`src/pkg/tcmwac_pkg.sv`:
```
// Operation
// [RULE_01] Bit 0 meaningful, bits 31:1 reserved
// [RULE_02] Bit 0 clear: secure only, attribute 0
// [RULE_03] Bit 1: both worlds, secure needs attribute 1
// [RULE_04] Instruction side same encoding, resets 0
// [RULE_05] Secure access visible when bit equals attribute
// [RULE_06] Non-secure ignores attribute, needs bit set
// [RULE_07] Locked secure write raises undefined, no update
// [RULE_08] Non-secure or user access raises undefined
// [RULE_09] Separate register per memory, bank routed
// [RULE_10] Data register at c9, c1, 0, 2
// [RULE_11] Instruction register at c9, c1, 0, 3
// [RULE_12] Software avoids region change during DMA
// [RULE_13] Two-bit bank select, missing banks ignored; the code routes them to bank 0 instead
// [RULE_14] Reads zero upper bits, writes discard them
package tcmwac_pkg;
    localparam int           NUM_BANKS     = 2;
    localparam logic [3:0]   PRIMARY_C9    = 4'h9;
    localparam logic [3:0]   SECONDARY_C1  = 4'h1;
    localparam logic [2:0]   OPC1_ZERO     = 3'h0;
    localparam logic [2:0]   OPC2_DATA     = 3'h2;
    localparam logic [2:0]   OPC2_INSTR    = 3'h3;
    localparam int           VIS_BIT_POS   = 0;
    localparam logic         VIS_RESET     = 1'b0;
    localparam logic [31:0]  RDATA_RESET   = 32'h0;
endpackage : tcmwac_pkg

```
`src/core/tcmwac_decode.sv`:
```
`timescale 1ns/10ps
// Address decode and access permission check for one coprocessor access
module tcmwac_decode
    import tcmwac_pkg::*;
(
    // Access fields
    input  wire logic [3:0] primary_reg_field_i,
    input  wire logic [3:0] secondary_reg_field_i,
    input  wire logic [2:0] opc1_i,
    input  wire logic [2:0] opc2_i,
    input  wire logic       write_i,
    input  wire logic       secure_i,
    input  wire logic       privileged_i,
    input  wire logic       secure_coproc_write_lock_i,
    // Results
    output logic            hit_data_o,
    output logic            hit_instr_o,
    output logic            undef_o
);
    logic base_hit;

    // Shared c9/c1/opcode1 match
    assign base_hit = (primary_reg_field_i == PRIMARY_C9) &&
                      (secondary_reg_field_i == SECONDARY_C1) &&
                      (opc1_i == OPC1_ZERO);
    // [RULE_10] data register decode
    assign hit_data_o  = base_hit && (opc2_i == OPC2_DATA);
    // [RULE_11] instruction register decode
    assign hit_instr_o = base_hit && (opc2_i == OPC2_INSTR);

    // Undefined on bad mode or locked write
    always_comb begin
        undef_o = 1'b0;
        if (hit_data_o || hit_instr_o) begin
            // [RULE_08] secure privileged only
            if (!(secure_i && privileged_i))
                undef_o = 1'b1;
            // [RULE_07] write lock trap
            else if (write_i && secure_coproc_write_lock_i)
                undef_o = 1'b1;
        end
    end
endmodule : tcmwac_decode

```
`src/core/tcmwac_top.sv`:
```
`timescale 1ns/10ps
// World access control for data and instruction tightly coupled memories
module tcmwac_top
    import tcmwac_pkg::*;
(
    // Clock and reset
    input  wire logic        mclk_i,
    input  wire logic        reset_i,
    // Coprocessor register port
    input  wire logic        cp_valid_i,
    input  wire logic        cp_write_i,
    input  wire logic [3:0]  primary_reg_field_i,
    input  wire logic [3:0]  secondary_reg_field_i,
    input  wire logic [2:0]  opc1_i,
    input  wire logic [2:0]  opc2_i,
    input  wire logic [31:0] cp_wdata_i,
    input  wire logic        cp_secure_i,
    input  wire logic        cp_privileged_i,
    input  wire logic        secure_coproc_write_lock_i,
    input  wire logic [1:0]  memory_bank_select_i,
    output logic [31:0]      cp_rdata_o,
    output logic             cp_hit_o,
    output logic             cp_undef_o,
    // Memory access check, data side
    input  wire logic [1:0]  d_bank_i,
    input  wire logic        d_secure_i,
    input  wire logic        d_page_ns_i,
    output logic             d_visible_o,
    output logic             d_ns_data_o,
    output logic             d_region_ok_o,
    // Memory access check, instruction side
    input  wire logic [1:0]  i_bank_i,
    input  wire logic        i_secure_i,
    input  wire logic        i_page_ns_i,
    output logic             i_visible_o,
    output logic             i_ns_data_o,
    output logic             i_region_ok_o
);
    typedef struct packed {
        logic [NUM_BANKS-1:0] dvis;
        logic [NUM_BANKS-1:0] ivis;
        logic [31:0]          rdata;
        logic                 hit;
        logic                 undef;
    } tcmwac_state_type;

    tcmwac_state_type st_ff;
    tcmwac_state_type nxt_st;
    logic hit_d;
    logic hit_i;
    logic undef_c;
    logic bank_c;
    logic bank_ok;

    // Bank index valid only when that memory exists
    function automatic logic bank_exists(input logic [1:0] sel);
        bank_exists = (32'(sel) < NUM_BANKS);
    endfunction : bank_exists

    tcmwac_decode u_decode (
        .primary_reg_field_i        (primary_reg_field_i),
        .secondary_reg_field_i      (secondary_reg_field_i),
        .opc1_i                     (opc1_i),
        .opc2_i                     (opc2_i),
        .write_i                    (cp_write_i),
        .secure_i                   (cp_secure_i),
        .privileged_i               (cp_privileged_i),
        .secure_coproc_write_lock_i (secure_coproc_write_lock_i),
        .hit_data_o                 (hit_d),
        .hit_instr_o                (hit_i),
        .undef_o                    (undef_c)
    );

    // [RULE_13] selections of absent banks fall back to bank 0
    assign bank_ok = bank_exists(memory_bank_select_i);
    assign bank_c  = bank_ok ? memory_bank_select_i[0] : 1'b0;

    // Register update and read data, one cycle latency
    always_comb begin
        nxt_st       = st_ff;
        nxt_st.hit   = cp_valid_i && (hit_d || hit_i);
        nxt_st.undef = cp_valid_i && undef_c;
        nxt_st.rdata = RDATA_RESET;
        if (cp_valid_i && (hit_d || hit_i) && !undef_c) begin
            if (cp_write_i) begin
                // [RULE_09] route write to selected bank
                // [RULE_14] upper write bits discarded
                if (hit_d)
                    nxt_st.dvis[bank_c] = cp_wdata_i[VIS_BIT_POS];
                else
                    nxt_st.ivis[bank_c] = cp_wdata_i[VIS_BIT_POS];
            end else begin
                // [RULE_01] only bit 0 carries state
                // [RULE_14] upper bits read zero
                nxt_st.rdata[VIS_BIT_POS] = hit_d ? st_ff.dvis[bank_c]
                                                  : st_ff.ivis[bank_c];
            end
        end
    end

    // State register; bits clear at reset
    always_ff @(posedge mclk_i or posedge reset_i) begin
        if (reset_i) begin
            // [RULE_02] data bit resets to zero
            // [RULE_04] instruction bit resets to zero
            st_ff.dvis  <= {NUM_BANKS{VIS_RESET}};
            st_ff.ivis  <= {NUM_BANKS{VIS_RESET}};
            st_ff.rdata <= RDATA_RESET;
            st_ff.hit   <= 1'b0;
            st_ff.undef <= 1'b0;
        end else begin
            st_ff <= nxt_st;
        end
    end

    assign cp_rdata_o = st_ff.rdata;
    assign cp_hit_o   = st_ff.hit;
    assign cp_undef_o = st_ff.undef;

    // Per-side visibility, same logic for both sides
    logic d_bit;
    logic i_bit;
    assign d_bit = st_ff.dvis[bank_exists(d_bank_i) ? d_bank_i[0] : 1'b0];
    assign i_bit = st_ff.ivis[bank_exists(i_bank_i) ? i_bank_i[0] : 1'b0];

    tcmwac_visibility u_dvis (
        .vis_bit_i        (d_bit),
        .secure_i         (d_secure_i),
        .page_ns_attr_i   (d_page_ns_i),
        .visible_o        (d_visible_o),
        .ns_data_o        (d_ns_data_o),
        .region_ctrl_ok_o (d_region_ok_o)
    );

    // [RULE_04] instruction side identical encoding
    tcmwac_visibility u_ivis (
        .vis_bit_i        (i_bit),
        .secure_i         (i_secure_i),
        .page_ns_attr_i   (i_page_ns_i),
        .visible_o        (i_visible_o),
        .ns_data_o        (i_ns_data_o),
        .region_ctrl_ok_o (i_region_ok_o)
    );
endmodule : tcmwac_top

```
`src/core/tcmwac_visibility.sv`:
```
`timescale 1ns/10ps
// Visibility of one memory for one access, from bit and attribute
module tcmwac_visibility (
    // Inputs
    input  wire logic vis_bit_i,
    input  wire logic secure_i,
    input  wire logic page_ns_attr_i,
    // Outputs
    output logic      visible_o,
    output logic      ns_data_o,
    output logic      region_ctrl_ok_o
);
    // [RULE_05] secure needs bit equal attribute
    // [RULE_06] non-secure ignores attribute
    assign visible_o = secure_i ? (vis_bit_i == page_ns_attr_i) : vis_bit_i;
    // [RULE_02] contents secure when bit clear
    // [RULE_03] contents non-secure when bit set
    assign ns_data_o = vis_bit_i;
    // Region register reachable by non-secure only when bit set
    assign region_ctrl_ok_o = secure_i | vis_bit_i;
endmodule : tcmwac_visibility

```
`config.mk`:
```
export PLATFORM = sky130hd
export DESIGN_NAME = tcmwac_top
export DESIGN_NICKNAME = d
export VERILOG_FILES = /design/src/pkg/tcmwac_pkg.sv /design/src/core/tcmwac_decode.sv /design/src/core/tcmwac_top.sv /design/src/core/tcmwac_visibility.sv
export SDC_FILE = /design/constraint.sdc
export NUM_CORES = 1
export LEC_CHECK = 0
export ABC_AREA = 1
export BUFFER_PORTS_ARGS = -buffer_cell sky130_fd_sc_hd__buf_2
export CORE_MARGIN = 4
export CORE_UTILIZATION = 34
export CTS_BUF_LIST = sky130_fd_sc_hd__clkbuf_8
export DETAILED_ROUTE_END_ITERATION = 6
export PLACE_DENSITY_LB_ADDON = 0.2
export RECOVER_POWER = 50
export SLEW_MARGIN = 40
export SYNTH_ARGS = -nofsm -noshare
export SYNTH_HDL_FRONTEND = slang
export SYNTH_HIERARCHICAL = 1
export SYNTH_SLANG_ARGS = --single-unit
```
`constraint.sdc`:
```
create_clock -name mclk_i -period 1 [get_ports mclk_i]
set_input_delay 0 -clock mclk_i [delete_from_list [all_inputs] [get_ports mclk_i]]
set_output_delay 0 -clock mclk_i [all_outputs]
set_load 0.01 [all_outputs]
```
## Word-level counts from Yosys, hierarchy flattened

Cells that the tools add are included.

- Bits in registers: 7
- Input port bits: 63
- Output and inout bits: 40
- Word-level logic and storage cells: 59

- Order comparisons: 7
- Equality and inequality tests: 6
- Mux-type cells: 23
- Bitwise operators: 3
- Reductions and logical operators: 15

Operators with widths:

| cell | count |
|---|---|
| $mux 1 | 20 |
| $logic_and 1x1->1 | 10 |
| $eq 3x2->1 const B | 2 |
| $lt 1x2->1 const B | 3 |
| $lt 2x2->1 const B | 3 |
| $reduce_and 3->1 | 2 |
| $bwmux 2 | 2 |
| $eq 4x1->1 const B | 1 |
| $eq 4x4->1 const B | 1 |
| $logic_not 3->1 | 1 |
| $eq 1x1->1 | 2 |
| $or 1x1->1 | 2 |
| $demux 1 s1 | 1 |
| $ge 1x1->1 const B | 1 |
| $logic_not 1->1 | 1 |
| $logic_or 1x1->1 | 1 |
| $not 1->1 | 1 |

## Logic depth before layout (Yosys ltp)

- Depth in word-level cells: 9
- Gate-level depth with buffers: 12
- Depth with buffers taken out: 12

## Cells and area by module

The synthesis kept the hierarchy.

By module, submodules not included:

| module | instances | cells an instance | area an instance (um2) | sequential area each (um2) |
|---|---|---|---|---|
| tcmwac_top | 1 | 92 | 655.6 | 175.2 |
| tcmwac_decode | 1 | 22 | 107.6 | 0.0 |
| tcmwac_visibility | 2 | 9 | 53.8 | 0.0 |

## Worst setup path after synthesis

OpenSTA, ideal clock, no wires.

- Path type: input to register
- Start: input opc1_i[1]
- End: register st_ff[35] (netlist bit)
- Arrival: 1,111 ps
- Slack: -228 ps
- Stages: 10
- Buffers on the path: 0
- Cell sequence: nor2_1 nand2_1 nor2_2 nand2_1 nor3_1 nor2_1 nor2_2 nand4_1 nand2_1 nand2_1

RTL lines:

| what | line | text |
|---|---|---|
| from (decl) | tcmwac_top.sv:14 | `input wire logic [2:0] opc1_i,` |
| to (signal assigned) | tcmwac_top.sv:112 | `st_ff <= nxt_st;` |
| to (decl) | tcmwac_top.sv:47 | `tcmwac_state_type st_ff;` |

## Worst setup path in the final report

- Start: register st_ff[36] (netlist bit)
- End: output d_visible_o

- Longest elaborated chain between the ends: 4

RTL lines:

| what | line | text |
|---|---|---|
| $mux 1 (*) (2 in a row) | tcmwac_top.sv:123 | `assign d_bit = st_ff.dvis[bank_exists(d_bank_i) ? d_bank_i[0] : 1'b0];` |
| $eq 1x1->1 | tcmwac_visibility.sv:15 | `assign visible_o = secure_i ? (vis_bit_i == page_ns_attr_i) : vis_bit_i;` |
| $mux 1 (*) | tcmwac_visibility.sv:15 |  |
| to (decl) | tcmwac_top.sv:28 | `output logic d_visible_o,` |

Mark *: on every way between the ends. The rest lies on a longest branch, timed or not. The select of a mux whose other input is x is not followed.

==> impl_metrics.toml <==
[status]
outcome = "complete, but fails checks"
violations = "setup timing"

[floorplan]
ioPinCount = 103
rows = 18
start_util_pct = 35.5
die_area_sq_um = 3440
die_w_microns = 58.6
die_h_microns = 58.6
core_area_sq_um = 2450

[placement]
finalWeightedCongestion = 0.677
dp_cells = 206
pre_cts_slack_ns = -0.220
io_buffers = 40
dpl_cell_area_sq_um = 1050
dpl.hpwl_mm = 1.55

[logic_synthesis]
yosys.area.top_type_share_pct = 29.3
yosysTopAreaCell = "buf_4"
yosysSeqAreaShare_pct = 20.1
ys_ff_latch = 7
syn_area_sq_um = 871
syn_area_per_cell_sq_um = 6.60
synth_area_leaders = "buf_4 29%, dfrtp_1 20%, nand2_1 9.1%"
synth_cells = 132
ys_warn_count = 6
ys_types = 19

[clock_tree]
cts_buffers = 3
clkTransAtPathRegs_ns = 0.04
root_buffer = "clkbuf_8"
cts_tree = "yes"
htree_num_levels = 1
clock_sinks = 7
ctsLongestPathBuffers = 2
clk_latency_ns = 0.23

[grt]
grt_pass1_vias = 779
antenna_found_initial = 0
grt_usage_pct = 11.2
grt_max_degree = 8
grt_overflow_total = 0
grt_pass1_wl_mm = 2.95

[drt]
drtIter0Drc = 10
wl_mm = 1.83
antenna_left = 0
drc_errors = 0
firstDrtPassIters = 4
vias = 834
wirelength_met1_microns = 596
wl_met2_microns = 982
wl_met3_microns = 221
avgViaCountPerCell = 3.92
top_layer_used = "met4"
post_drt_wl_per_cell_microns = 8.58

[layout]
nNetsFinal = 247
drive_above_1_share_pct = 47.0
synthToLayoutAreaGrowth_pct = 40.8
final_cell_mix = "33 x buf_2, 31 x conb_1, 19 x inv_1, 19 x nand2_1, 10 x buf_4"
antenna-diode-count = 0
final_util_pct = 49.9
multi_input_area_sq_um = 549
final_common_cell = "buf_2"
final_cell_area_sq_um = 1230
seq_area_sq_um = 175
layout.cells.non_filler = 213
fillCellCount = 259

[pwr]
powerDensity_nw_per_um2 = 759
leakagePower_nw = 0.714
vdd_drop_max_mv = 0.380

[critical_path]
worstPathMaxFanout = 4
path_buf_inv = 2
reg2reg_depth = 6
cp-start-kind = "flop"
crit_path_start = "st_ff[36]$_DFFE_PP0P_"
cp-end-kind = "output pin"
path_delay_family = "flip-flops"
slowest_delay_ns = 0.38
critical_path_class = "reg -> out"
r2r-start = "st_ff[34]$_DFFE_PP0P_"
path_cells = "a21oi_2 > a31oi_4 > inv_2 > nand2_4 > nand3_2 > nand2_2 > buf_6"
crit_required_ns = 1.00
r2r-end = "cp_rdata_o[0]$_DFF_PP0_"
crit_cells = 7
arrival_ns = 1.17
r2r_slack_ns = 0.03
cpMaxStageDelayCell = "dfrtp_1"
crit_path_end = "d_visible_o"

[timing]
finalSetupViolCount = 4
final.min_clock_period_ns = 1.17
finalHoldViolCount = 0
tns_ns = -0.483
rsz0062_at_grt = "yes"
min_period_over_period_pct = 117
fin_skew_ns = 0.00243
max_freq_mhz = 855
slew_viol_final = 0
final.setup.worst_slack_ns = -0.170

[job]
drv_cap = 0

[worst_hold_path]
min_path_type = "in -> reg"
min-delay-start = "cp_valid_i"
## cell type report
cell class	count	share of cell area [%]
multi-input combinational	97	44.8
clock buffer	3	3.37
timing repair buffer	51	26.8
clock inverter	1	0.306
tap	30	3.06
sequential	7	14.3
inverter	24	7.35
## per-layer routing
layer	track usage [%]	vias up
met3	1.97	3
met5	0	-
met1	10.8	351
li1	-	436
met2	21.1	44
met4	7.77	0
## where the power goes
part	switching (mW)	leakage, nW	total [mW]	internal (mW)
clock	0.115	0.0269	0.379	0.265
sequential	0.0000651	0.0874	0.285	0.285
combinational	0.160	0.600	0.267	0.107
## cells in the mapped netlist
cell type,instances
o21ai_0,3
nor2_1,14
o211ai_1,1
a21oi_1,3
nand2_1,21
nand2_4,2
inv_1,19
dfrtp_1,7
nor3b_4,1
conb_1,1
nor2_2,5
nand2_2,3
nand4_1,3
inv_2,5
nor3_1,2
buf_4,34
nand3_1,3
a31oi_1,2
nand3_2,3
## tightest hold or removal path: stages
cell and delay [ns]:
buf_2 0.13, nand2_1 0.06, inv_1 0.04
## logic make-up (layout without fill, tap and decap cells)
| group | Yosys count | count (layout) | share of synthesized area [%] |
|---|---|---|---|
| flip-flops | 7 | 7 | 20.1 |
| AND/OR/NAND/NOR | 57 | 57 | 34.1 |
| AO/OA/AOI/OAI | 9 | 9 | 5.75 |
| buffers and inverters | 58 | 79 | 39.7 |
| other | 1 | 31 | 0.431 |
## worst min-delay path by stage
stage,end,slack (ns),depth (start not counted)
after CTS,cp_undef_o$_DFF_PP0_,0.03,3
after floorplan,cp_hit_o$_DFF_PP0_,-0.20,1
after detailed placement,cp_rdata_o[0]$_DFF_PP0_,-0.07,2
final,cp_undef_o$_DFF_PP0_,0.03,3
after global placement,cp_rdata_o[0]$_DFF_PP0_,-0.07,2
after global routing,cp_undef_o$_DFF_PP0_,0.05,3
## registers in the layout, indices dropped and copies added (netlist names)
register,cells
st_ff,4
cp_undef_o,1
cp_hit_o,1
cp_rdata_o,1
## stage by stage
step	hold slack, ns	power, mW
after floorplan	-0.197	0.507
after global placement	-0.0683	0.509
after detailed placement	-0.0715	0.514
after CTS	0.0303	0.923
after global routing	0.0457	1.00
final	0.0312	0.931
## timing repair
action,in CTS,in global routing
resized for setup,9,13
pin swaps,2,8
endpoints found under the setup margin,6,11
buffers inserted,2,0
endpoints found under the hold margin,7,0
hold buffers,1,0
Note: power is estimated with default switching activity, not from simulation.
